[src/hdl/dpic_defs.svh]
// constants for the indirect access, control space and repeat instruction layer
`ifndef DPIC_DEFS_SVH
`define DPIC_DEFS_SVH

`define DPIC_SYNC_CHAR   8'h55
`define DPIC_ACK_CHAR    8'h40
`define DPIC_OP_FIELD    7:5
`define DPIC_PTR_FIELD   3:2
`define DPIC_SIZE_FIELD  1:0
`define DPIC_CSADR_FIELD 3:0
`define DPIC_OP_IND_RD   3'h1
`define DPIC_OP_IND_WR   3'h3
`define DPIC_OP_CS_RD    3'h4
`define DPIC_OP_LOOP     3'h5
`define DPIC_OP_CS_WR    3'h6
`define DPIC_PTR_PLAIN   2'h0
`define DPIC_PTR_INC     2'h1
`define DPIC_PTR_REG     2'h2
`define DPIC_ZERO_WORD   32'h0000_0000
`define DPIC_ZERO_BYTE   8'h00
`define DPIC_ZERO_IDX    2'h0
`define DPIC_ONE_IDX     2'h1
`define DPIC_ZERO_GT     3'h0
`define DPIC_ONE_GT      3'h1
`define DPIC_ONE_CNT     8'h01

`endif

[src/hdl/dpic_pkg.sv]
// types shared by the instruction layer and its bench
package dpic_pkg;

  // sequencer states
  typedef enum logic [3:0] {
    DPIC_S_SYNC,
    DPIC_S_INSTR,
    DPIC_S_PREP,
    DPIC_S_DATA,
    DPIC_S_BUS,
    DPIC_S_CSRD,
    DPIC_S_CSWR,
    DPIC_S_LOOP,
    DPIC_S_GUARD,
    DPIC_S_TX,
    DPIC_S_ERR
  } dpic_state_t;

  // system bus request carried to the access layer
  typedef struct packed {
    logic        we;
    logic [1:0]  size;
    logic [31:0] addr;
    logic [31:0] wdata;
  } dpic_bus_req_t;

  // control space write
  typedef struct packed {
    logic [3:0] addr;
    logic [7:0] data;
  } dpic_cs_wr_t;

endpackage : dpic_pkg

[src/hdl/dpic_core.sv]
// instruction layer: indirect access, control space access, acknowledges and repeat
`timescale 1ns/1ns
`default_nettype none
`include "dpic_defs.svh"

// Notes on behaviour
// - indirect read fetches from pointer address
// - addresses and data up to 32 bits
// - turnaround idle before first read data
// - indirect read can return the pointer itself
// - pointer mode 2 loads pointer, then ack
// - mode 0 writes, mode 1 also post-increments
// - acknowledge every successful indirect write
// - control read: operand address, one byte
// - control read byte after full idle
// - control write stores one whole byte
// - control write data follows, no response
// - loop op loads counter, up to 255
// - loop op width field sizes its value
// - next instruction runs counter plus one
// - replays carry only their data frames
// - any instruction repeatable except loop op
// - only break ends a repeat early
// - each repeated write frame is acknowledged
// - single-byte instructions preceded by sync char
// - error state ignores all until break
// - idle bit count set by turnaround value
module dpic_core
  import dpic_pkg::*;
(
  // clock and reset
  input  wire logic                   core_clk_in,
  input  wire logic                   rst_n_in,
  // received characters and line events
  input  wire logic                   rx_valid_in,
  input  wire logic [7:0]             rx_byte_in,
  input  wire logic                   break_in,
  input  wire logic                   error_in,
  input  wire logic                   bit_tick_in,
  input  wire logic [2:0]             turnaround_idle_count_in,
  // transmitted characters
  output logic                        tx_valid_out,
  output logic [7:0]                  tx_byte_out,
  input  wire logic                   tx_ready_in,
  // system bus access layer
  output logic                        bus_req_out,
  output dpic_pkg::dpic_bus_req_t     bus_cmd_out,
  input  wire logic                   bus_done_in,
  input  wire logic [31:0]            bus_rdata_in,
  // control and status space
  output logic [3:0]                  cs_rd_addr_out,
  input  wire logic [7:0]             cs_rdata_in,
  output logic                        cs_we_out,
  output dpic_pkg::dpic_cs_wr_t       cs_wr_out,
  // status
  output logic [31:0]                 pointer_out,
  output logic [7:0]                  loop_count_value_out,
  output logic                        repeat_armed_out,
  output logic                        error_state_out
);
  import dpic_pkg::*;

  ////////////////////////////////////////////////////////////////////////////////
  // state
  dpic_state_t   state_r,     state_nxt;
  logic [7:0]    instr_r,     instr_nxt;
  logic [31:0]   ptr_r,       ptr_nxt;
  logic [31:0]   data_r,      data_nxt;
  logic [1:0]    idx_r,       idx_nxt;
  logic [1:0]    last_r,      last_nxt;
  logic [7:0]    rpt_cnt_r,   rpt_cnt_nxt;
  logic          rpt_arm_r,   rpt_arm_nxt;
  logic          guard_req_r, guard_req_nxt;
  logic [2:0]    gt_cnt_r,    gt_cnt_nxt;
  logic [7:0]    tx_byte_r,   tx_byte_nxt;
  dpic_bus_req_t bus_r,       bus_nxt;
  logic          bus_req_r,   bus_req_nxt;
  logic [3:0]    cs_rd_r,     cs_rd_nxt;
  dpic_cs_wr_t   cs_wr_r,     cs_wr_nxt;
  logic          cs_we_r,     cs_we_nxt;
  logic          fin;
  logic [31:0]   step;

  ////////////////////////////////////////////////////////////////////////////////
  // next-state computation
  always_comb begin
    state_nxt     = state_r;
    instr_nxt     = instr_r;
    ptr_nxt       = ptr_r;
    data_nxt      = data_r;
    idx_nxt       = idx_r;
    last_nxt      = last_r;
    rpt_cnt_nxt   = rpt_cnt_r;
    rpt_arm_nxt   = rpt_arm_r;
    guard_req_nxt = guard_req_r;
    gt_cnt_nxt    = gt_cnt_r;
    bus_nxt       = bus_r;
    bus_req_nxt   = bus_req_r;
    cs_rd_nxt     = cs_rd_r;
    cs_wr_nxt     = cs_wr_r;
    cs_we_nxt     = 1'b0;
    fin           = 1'b0;
    // post-increment step is the data size in bytes, reads included
    step          = {30'h0000_0000, instr_r[`DPIC_SIZE_FIELD]} + 32'h0000_0001;
    // any character received outside the error state means the next response needs the line turned round
    if (rx_valid_in && state_r != DPIC_S_ERR) begin
      guard_req_nxt = 1'b1;
    end
    unique case (state_r)
      DPIC_S_SYNC: begin
        // anything but the sync character is dropped while waiting
        if (rx_valid_in && rx_byte_in == `DPIC_SYNC_CHAR) begin
          state_nxt = DPIC_S_INSTR;
        end
      end
      DPIC_S_INSTR: begin
        if (rx_valid_in) begin
          instr_nxt = rx_byte_in;
          idx_nxt   = `DPIC_ZERO_IDX;
          if (rx_byte_in[`DPIC_OP_FIELD] == `DPIC_OP_LOOP) begin
            // a loop op is never repeated: it ends any armed repeat and reloads
            rpt_arm_nxt = 1'b0;
            rpt_cnt_nxt = `DPIC_ZERO_BYTE;
            state_nxt   = DPIC_S_LOOP;
          end else begin
            state_nxt = DPIC_S_PREP;
          end
        end
      end
      // decode point for every execution except the loop op, first or replayed
      DPIC_S_PREP: begin
        idx_nxt  = `DPIC_ZERO_IDX;
        data_nxt = `DPIC_ZERO_WORD;
        unique case (instr_r[`DPIC_OP_FIELD])
          `DPIC_OP_IND_RD: begin
            if (instr_r[`DPIC_PTR_FIELD] == `DPIC_PTR_REG) begin
              data_nxt  = ptr_r;
              last_nxt  = instr_r[`DPIC_SIZE_FIELD];
              state_nxt = DPIC_S_GUARD;
            end else begin
              bus_nxt.we    = 1'b0;
              bus_nxt.size  = instr_r[`DPIC_SIZE_FIELD];
              bus_nxt.addr  = ptr_r;
              bus_nxt.wdata = `DPIC_ZERO_WORD;
              bus_req_nxt   = 1'b1;
              state_nxt     = DPIC_S_BUS;
            end
          end
          `DPIC_OP_IND_WR: state_nxt = DPIC_S_DATA;
          `DPIC_OP_CS_RD: begin
            cs_rd_nxt = instr_r[`DPIC_CSADR_FIELD];
            state_nxt = DPIC_S_CSRD;
          end
          `DPIC_OP_CS_WR: state_nxt = DPIC_S_CSWR;
          default: fin = 1'b1;
        endcase
      end
      DPIC_S_DATA: begin
        if (rx_valid_in) begin
          data_nxt[{idx_r, 3'b000} +: 8] = rx_byte_in;
          idx_nxt                        = idx_r + `DPIC_ONE_IDX;
          if (idx_r == instr_r[`DPIC_SIZE_FIELD]) begin
            idx_nxt = `DPIC_ZERO_IDX;
            if (instr_r[`DPIC_PTR_FIELD] == `DPIC_PTR_REG) begin
              // the pointer load shares the data path; its ack is a one-byte response
              ptr_nxt   = data_nxt;
              data_nxt  = {24'h00_0000, `DPIC_ACK_CHAR};
              last_nxt  = `DPIC_ZERO_IDX;
              state_nxt = DPIC_S_GUARD;
            end else begin
              bus_nxt.we    = 1'b1;
              bus_nxt.size  = instr_r[`DPIC_SIZE_FIELD];
              bus_nxt.addr  = ptr_r;
              bus_nxt.wdata = data_nxt;
              bus_req_nxt   = 1'b1;
              state_nxt     = DPIC_S_BUS;
            end
          end
        end
      end
      DPIC_S_BUS: begin
        if (bus_done_in) begin
          bus_req_nxt = 1'b0;
          if (instr_r[`DPIC_PTR_FIELD] == `DPIC_PTR_INC) begin
            ptr_nxt = ptr_r + step;
          end
          if (bus_r.we) begin
            data_nxt = {24'h00_0000, `DPIC_ACK_CHAR};
            last_nxt = `DPIC_ZERO_IDX;
          end else begin
            // read data is only valid in the done cycle, so it is captured here
            data_nxt = bus_rdata_in;
            last_nxt = instr_r[`DPIC_SIZE_FIELD];
          end
          state_nxt = DPIC_S_GUARD;
        end
      end
      DPIC_S_CSRD: begin
        // the read address was registered a cycle ago, so the byte has settled
        data_nxt  = {24'h00_0000, cs_rdata_in};
        last_nxt  = `DPIC_ZERO_IDX;
        state_nxt = DPIC_S_GUARD;
      end
      DPIC_S_CSWR: begin
        if (rx_valid_in) begin
          cs_wr_nxt.addr = instr_r[`DPIC_CSADR_FIELD];
          cs_wr_nxt.data = rx_byte_in;
          cs_we_nxt      = 1'b1;
          fin            = 1'b1;
        end
      end
      DPIC_S_LOOP: begin
        if (rx_valid_in) begin
          if (idx_r == `DPIC_ZERO_IDX) begin
            // only the first value byte is kept, so counts stop at 255
            rpt_cnt_nxt = rx_byte_in;
          end
          idx_nxt = idx_r + `DPIC_ONE_IDX;
          if (idx_r == instr_r[`DPIC_SIZE_FIELD]) begin
            rpt_arm_nxt = 1'b1;
            state_nxt   = DPIC_S_SYNC;
          end
        end
      end
      DPIC_S_GUARD: begin
        // no idle is needed when nothing was received since the last response
        if (!guard_req_r || gt_cnt_r >= turnaround_idle_count_in) begin
          gt_cnt_nxt    = `DPIC_ZERO_GT;
          guard_req_nxt = 1'b0;
          idx_nxt       = `DPIC_ZERO_IDX;
          state_nxt     = DPIC_S_TX;
        end else if (bit_tick_in) begin
          gt_cnt_nxt = gt_cnt_r + `DPIC_ONE_GT;
        end
      end
      // bytes leave least significant first; the last one ends the execution
      DPIC_S_TX: begin
        if (tx_ready_in) begin
          idx_nxt = idx_r + `DPIC_ONE_IDX;
          if (idx_r == last_r) begin
            idx_nxt = `DPIC_ZERO_IDX;
            fin     = 1'b1;
          end
        end
      end
      DPIC_S_ERR: begin
        // only the break handling below leaves this state
        state_nxt = DPIC_S_ERR;
      end
      default: state_nxt = DPIC_S_SYNC;
    endcase
    // end of one execution: replay from decode or wait for sync again
    // a replay skips the sync and instruction frames and restarts at decode
    if (fin) begin
      if (rpt_arm_r && rpt_cnt_r != `DPIC_ZERO_BYTE) begin
        rpt_cnt_nxt = rpt_cnt_r - `DPIC_ONE_CNT;
        state_nxt   = DPIC_S_PREP;
      end else begin
        rpt_arm_nxt = 1'b0;
        rpt_cnt_nxt = `DPIC_ZERO_BYTE;
        state_nxt   = DPIC_S_SYNC;
      end
    end
    // line errors lock the layer; a break is the only way out or to end a repeat early
    // break is handled last so that it wins over a line error in the same cycle
    if (error_in) begin
      state_nxt   = DPIC_S_ERR;
      bus_req_nxt = 1'b0;
    end
    if (break_in) begin
      state_nxt     = DPIC_S_SYNC;
      rpt_arm_nxt   = 1'b0;
      rpt_cnt_nxt   = `DPIC_ZERO_BYTE;
      bus_req_nxt   = 1'b0;
      guard_req_nxt = 1'b0;
      gt_cnt_nxt    = `DPIC_ZERO_GT;
    end
    // the offered byte follows the next index so it stands together with tx_valid_out
    tx_byte_nxt = data_nxt[{idx_nxt, 3'b000} +: 8];
  end

  ////////////////////////////////////////////////////////////////////////////////
  // registers
  // synchronous reset, all registers run on every edge
  always_ff @(posedge core_clk_in) begin
    if (!rst_n_in) begin
      state_r     <= DPIC_S_SYNC;
      instr_r     <= `DPIC_ZERO_BYTE;
      ptr_r       <= `DPIC_ZERO_WORD;
      data_r      <= `DPIC_ZERO_WORD;
      idx_r       <= `DPIC_ZERO_IDX;
      last_r      <= `DPIC_ZERO_IDX;
      rpt_cnt_r   <= `DPIC_ZERO_BYTE;
      rpt_arm_r   <= 1'b0;
      guard_req_r <= 1'b0;
      gt_cnt_r    <= `DPIC_ZERO_GT;
      tx_byte_r   <= `DPIC_ZERO_BYTE;
      bus_r       <= '0;
      bus_req_r   <= 1'b0;
      cs_rd_r     <= 4'h0;
      cs_wr_r     <= '0;
      cs_we_r     <= 1'b0;
    end else begin
      state_r     <= state_nxt;
      instr_r     <= instr_nxt;
      ptr_r       <= ptr_nxt;
      data_r      <= data_nxt;
      idx_r       <= idx_nxt;
      last_r      <= last_nxt;
      rpt_cnt_r   <= rpt_cnt_nxt;
      rpt_arm_r   <= rpt_arm_nxt;
      guard_req_r <= guard_req_nxt;
      gt_cnt_r    <= gt_cnt_nxt;
      tx_byte_r   <= tx_byte_nxt;
      bus_r       <= bus_nxt;
      bus_req_r   <= bus_req_nxt;
      cs_rd_r     <= cs_rd_nxt;
      cs_wr_r     <= cs_wr_nxt;
      cs_we_r     <= cs_we_nxt;
    end
  end

  ////////////////////////////////////////////////////////////////////////////////
  // outputs
  // valid is decoded from the state so it drops as soon as the last byte is taken
  assign tx_valid_out         = (state_r == DPIC_S_TX);
  assign tx_byte_out          = tx_byte_r;
  assign bus_req_out          = bus_req_r;
  assign bus_cmd_out          = bus_r;
  assign cs_rd_addr_out       = cs_rd_r;
  assign cs_we_out            = cs_we_r;
  assign cs_wr_out            = cs_wr_r;
  assign pointer_out          = ptr_r;
  assign loop_count_value_out = rpt_cnt_r;
  assign repeat_armed_out     = rpt_arm_r;
  assign error_state_out      = (state_r == DPIC_S_ERR);

endmodule : dpic_core
`default_nettype wire

[config.mk]
export PLATFORM = sky130hd
export DESIGN_NAME = dpic_core
export DESIGN_NICKNAME = d
export VERILOG_FILES = /design/src/hdl/dpic_pkg.sv /design/src/hdl/dpic_core.sv
export VERILOG_INCLUDE_DIRS = /design/src /design/src/hdl
export SDC_FILE = /design/constraint.sdc
export NUM_CORES = 1
export LEC_CHECK = 0
export CORE_MARGIN = 2
export CORE_UTILIZATION = 45
export DETAILED_ROUTE_END_ITERATION = 12
export DONT_BUFFER_PORTS = 1
export PLACE_DENSITY = 0.71
export SYNTH_ARGS = -nofsm -noshare
export SYNTH_HDL_FRONTEND = slang
export SYNTH_SLANG_ARGS = --single-unit
[constraint.sdc]
create_clock -name core_clk_in -period 2.9 [get_ports core_clk_in]
set_input_delay 0.145 -clock core_clk_in [delete_from_list [all_inputs] [get_ports core_clk_in]]
set_output_delay 0.145 -clock core_clk_in [all_outputs]
set_load 0.005 [all_outputs]
# Word level (Yosys, flattened, before mapping)
# Cells that the tools add are included.
# W data, S select, Z words.
# totals
reg_bits	186
latchBits	0
ramBits	0
romBits	0
in_bits	59
out_inout_bits	136
memories	0
# op_classes
add_sub_neg	6
mul	0
n_div	0
magnitude_cmp	1
eq_ne	52
shift	3
n_mux	82
bitwise	1
n_reduce_logical	30
# ops
op	count
$mux W32	12
$mux W67	5
$pmux W67 S2	1
$pmux W32 S4	1
$pmux W32 S2	1
$mux W8	6
$mux W4	11
$pmux W4 S10	1
$ne A4 B4 Y1 const B	9
$add A32 B3 Y32	1
$bwmux W32	1
$shift A8 B7 Y32 const A	1
$shiftx A32 B6 Y8	1
$shiftx A8 B7 Y32	1
$mux W2	15
$ne A3 B3 Y1 const B	10
$reduce_and A10 Y1	2
$mux W1	18
$ne A2 B2 Y1 const B	9
$eq A4 B3 Y1 const B	4
$pmux W4 S4	1
$pmux W8 S2	1
$eq A4 B4 Y1 const B	3
$pmux W2 S6	1
40 further kinds	59

# Logic depth before layout (Yosys ltp)
# logic_depth
ltp_word	8
ltp_mapped	12

# Least setup slack after synthesis
# OpenSTA, ideal clock, no wires.
# synth_timing
kind	register to register
startpoint	register instr_r[0]
endpoint	register ptr_r[18] (netlist: pointer_out[18])
t_arrival_ns	2.231
slack_ns	0.550
path_stages_with_launch	12
n_path_buf	1
synth_period_minus_slack_ns	2.350
cell_sequence	dfxtp_1 inv_1 ha_1 inv_1 fa_1 and3_1 nand3_1 or3_1 clkbuf_1 nor4_1 a21oi_1 o221a_2
# synth_via
elab_chain_len	5
# synth_lines
item	line_no	rtl
from (decl)	dpic_core.sv:66	logic [7:0] instr_r, instr_nxt;
from (signal assigned)	dpic_core.sv:288	instr_r <= `DPIC_ZERO_BYTE;
from (signal assigned)	dpic_core.sv:305	instr_r <= instr_nxt;
$add A2 B1 Y3	dpic_core.sv:104	step = {30'h0000_0000, instr_r[`DPIC_SIZE_FIELD]} + 32'h0000_0001;
$add A32 B3 Y32	dpic_core.sv:185	ptr_nxt = ptr_r + step;
$mux W32	dpic_core.sv:184	if (instr_r[`DPIC_PTR_FIELD] == `DPIC_PTR_INC) begin
$mux W32	dpic_core.sv:182	if (bus_done_in) begin
$pmux W32 S2	dpic_core.sv:109	unique case (state_r)
to (signal assigned)	dpic_core.sv:289	ptr_r <= `DPIC_ZERO_WORD;
to (signal assigned)	dpic_core.sv:306	ptr_r <= ptr_nxt;
to (decl)	dpic_core.sv:67	logic [31:0] ptr_r, ptr_nxt;
# Parallel ways exist; a longest one is shown, timed or not. The select of a mux whose other input is x is not followed.
# A chain may end at the register's enable or synchronous reset.

# Worst setup path in the final report
# layout_timing
startpoint	register state_r[3]
endpoint	register tx_byte_r[5] (netlist: tx_byte_out[5])
# layout_via
elab_chain_len	3
# layout_lines
item	line_no	rtl
from (decl)	dpic_core.sv:65	dpic_state_t state_r, state_nxt;
from (signal assigned)	dpic_core.sv:304	state_r <= state_nxt;
$eq A4 B4 Y1 (tied with other cells)	dpic_core.sv:109	
$pmux W2 S6 / $pmux W32 S4 (equally long branches)	dpic_core.sv:109	
$shiftx A32 B6 Y8 *	dpic_core.sv:279	tx_byte_nxt = data_nxt[{idx_nxt, 3'b000} +: 8];
to (signal assigned)	dpic_core.sv:297	tx_byte_r <= `DPIC_ZERO_BYTE;
to (signal assigned)	dpic_core.sv:314	tx_byte_r <= tx_byte_nxt;
to (decl)	dpic_core.sv:75	logic [7:0] tx_byte_r, tx_byte_nxt;
# Mark *: on every way between the ends. The rest lies on a longest branch, timed or not.

==> summary.md <==
| Metric | Value |
|---|---|
| Setup violators final | `0` |
| PwrDens | `472 nW/um^2` |
| First-pass GRT wire length | `55,100 microns` |
| Most common cell after layout, fill and taps aside | `a21oi_1` |
| Synth Flop Type | `dfxtp_1` |
| Peak supply drop | `0.000337 V` |
| Total routed wirelength | `36,800 microns` |
| Share of the synthesized area in the top cell type | `36.4%` |
| Leak | `4.32 nW` |
| FP Rows | `55` |
| Iteration count of the initial detailed-routing pass | `6` |
| DRT iter0 DRCs | `1,396` |
| Ys Warns | `0` |
| Fin. max-slew vios | `0` |
| Req. time, crit path | `3310 ps` |
| Max Clock Freq | `0.357 GHz` |
| Area Growth Syn to Fin | `12.6%` |
| Number of buffers created by CTS | `17` |
| Avg Vias per Cell | `6.15` |
| Flops & latches, synth | `185` |
| Post-route cell area | `11,400 sq um` |
| Placement-stage cell area | `10,600 sq um` |
| Final-report hold violation count | `0` |
| Clock skew | `10.8 ps` |
| Total chip power | `5.40 mW` |
| Dpl hpwl | `25,500 microns` |
| GRT Total Usage | `30.0%` |
| # clock sinks | `185` |
| Distinct cell type count after synthesis | `87` |
| Min-Delay Path Class | `primary input to register` |
| Crit start category | `register` |
| CP Data Arrival Time | `3210 ps` |
| Ranking of synthesized cells by area | `dfxtp_1 36%, a21oi_1 9.2%, nand2_1 6.5%, nor2_1 4.5%, o21ai_0 3.6%` |
| Period utilization | `96.7%` |
| Most frequent cells in the layout | `187 x a21oi_1, 182 x dfxtp_1, 175 x nand2_1` |
| Post-synth net total | `1,406` |
| CTS HTree Levels | `4` |
| Total gr overflow | `0` |
| Largest net degree at the start of global routing | `93` |
| Post-synthesis sequential area ratio | `36.4%` |
| PortBufs | `0` |
| DRC violations left | `0` |
| Layout cells sized above 1 | `11.5%` |
| Min cycle time layout | `2800 ps` |
| Worst rel slew slack | `40.9%` |
| Number of flops mapped to enable cells by yosys | `0` |
| Initial antenna violation count | `3` |
| CTS tree | `done` |
| RSZ-0062 raised after global routing | `false` |
| Clock transition at path regs | `80 ps` |
| GP Congestion | `0.971` |
| Mapped Area | `10,200 sq um` |
| Clock Latency Late Sink | `460 ps` |
| Critical path capture point type | `register` |
| I/O pins | `195` |
| Worst-margin pin slew | `883 ps` |
| Total die area | `23,800 sq um` |
| Max Cap Viol | `0` |
| Clock buffer depth | `2` |
| Drt wl/cell | `22.7 microns` |
| Die width | `154 microns` |
| Status | `finished, final reports clean` |
| Crit path max fanout | `13` |
| Post-route setup TNS | `0 ps` |
| Crit Path Category | `register to register` |
| ANT nets after route | `0` |
| Vias in the first global route | `9,086` |
| Yosys top cell by area | `dfxtp_1` |
| Die H | `154 microns` |
| Nets | `1,394` |
| Via count | `9,959` |
| Synth async-reset ratio | `0%` |
| CORE AREA | `22,400 sq um` |
| Synth Instances | `1,332` |
| Synth Area per Inst | `7.63 sq um` |
| Initial Util | `45.3%` |
| Clock root cell | `clkbuf_16` |
synthesized netlist by cell type, drive strengths merged, types with 4 or more instances:
| cell type | n |
|---|---|
| a2111oi | 4 |
| inv | 35 |
| o22ai | 9 |
| or2 | 7 |
| nor4 | 6 |
| a22o | 8 |
| o21a | 6 |
| a221oi | 10 |
| clkbuf | 66 |
| a31oi | 7 |
| and2 | 15 |
| a22oi | 15 |
| nor2 | 124 |
| nand3b | 4 |
| o211ai | 12 |
| o221a | 4 |
| o2111ai | 4 |
| ha | 14 |
| a32o | 6 |
| or3 | 9 |
| nand4 | 5 |
| and3 | 8 |
| a21o | 9 |
| o21ai | 76 |
| buf | 73 |
| nor3 | 54 |
| xnor2 | 4 |
| nand2 | 176 |
| a32oi | 6 |
| nand3 | 43 |
| o211a | 7 |
| mux2i | 27 |
| nand2b | 25 |
| dfxtp | 185 |
| a211oi | 9 |
| a21oi | 188 |
| nor2b | 28 |
sequential cells by signal, indices dropped and copies added (netlist names):
register / flops
cs_rd_addr_out: 4
loop_count_value_out: 8
repeat_armed_out: 1
last_r: 2
idx_r: 2
state_r: 4
guard_req_r: 1
bus_req_out: 1
tx_byte_out: 8
gt_cnt_r: 3
cs_we_out: 1
cs_wr_out: 12
data_r: 32
bus_cmd_out: 67
pointer_out: 32
instr_r: 7
cell type report:
class | instances | area, sq um
Fill cell | 2162 | 11000
Multi-Input combinational cell | 973 | 5620
Sequential cell | 185 | 3710
Timing Repair Buffer | 108 | 998
Clock buffer | 17 | 425
Tap cell | 285 | 357
Clock inverter | 15 | 198
Inverter | 35 | 134
Antenna cell | 2 | 5.00
final timing paths:
check                                       from         endpoint  slack (ps)  cells after the start
worst max-delay path                  state_r[3]   tx_byte_out[5]         100                     10
worst min register to register   bus_cmd_out[32]  bus_cmd_out[32]         470                      2
worst min-delay path            bus_rdata_in[23]       data_r[23]           9                      3
worst max register to register        state_r[3]   tx_byte_out[5]         100                     10
logic make-up (layout without fill, tap and decap cells):
logic type	count (synthesis)	count (layout)	synth area share, %
AND/OR/NAND/NOR	523	523	25.4
AO/OA/AOI/OAI	402	402	24.6
flip-flops	185	185	36.4
buffers and inverters	174	175	8.47
multiplexers	28	28	2.77
adder cells (fa/ha/maj)	15	15	1.92
XOR/XNOR	5	5	0.431
other	0	2	0
stage by stage:
step                      setup slack [ps]  hold WS, ps  utilization (%)  cells
after floorplan                        550          228                -   1332
final                                 96.3         9.23             51.0   1620
after detailed placement               297          238             47.0   1561
after CTS                             57.3         1.32             50.8   1616
after global routing                  12.0         34.7             51.0   1619
after global placement                 311          236             47.0   1561
worst max-delay path, stage by stage, from the launching register on:
cell and delay (ps):
dfxtp_2 390, buf_4 200, or4b_4 610, nor3_4 250
buf_12 180, a22oi_1 100, nand2_1 100, dlygate4sd3_1 570
a221oi_1 70, mux2i_1 150, a22o_1 130
routing by layer:
| layer | global-route usage, % | part of all wire [%] | vias to the layer above |
|---|---|---|---|
| met4 | 13.4 | 4.4 | 2 |
| met3 | 8.80 | 11 | 114 |
| li1 | - | - | 4657 |
| met1 | 38.7 | 40 | 4614 |
| met2 | 46.6 | 44 | 572 |
| met5 | 0 | 0.022 | - |
report_power, final:
part	leakage (nW)	switching (mW)	total [mW]	internal [mW]
Combinational	2.53	0.230	0.349	0.119
Sequential	1.49	0.0182	2.57	2.55
Clock	0.297	1.23	2.48	1.26
timing repair:
action / in CTS / in global routing
hold endpoints to repair: 61 / 0
endpoints found under the setup margin: 0 / 3
hold buffers: 23 / 0
gates resized for setup: 0 / 3
buffers inserted: 0 / 1
(Power assumes the default switching activity.)
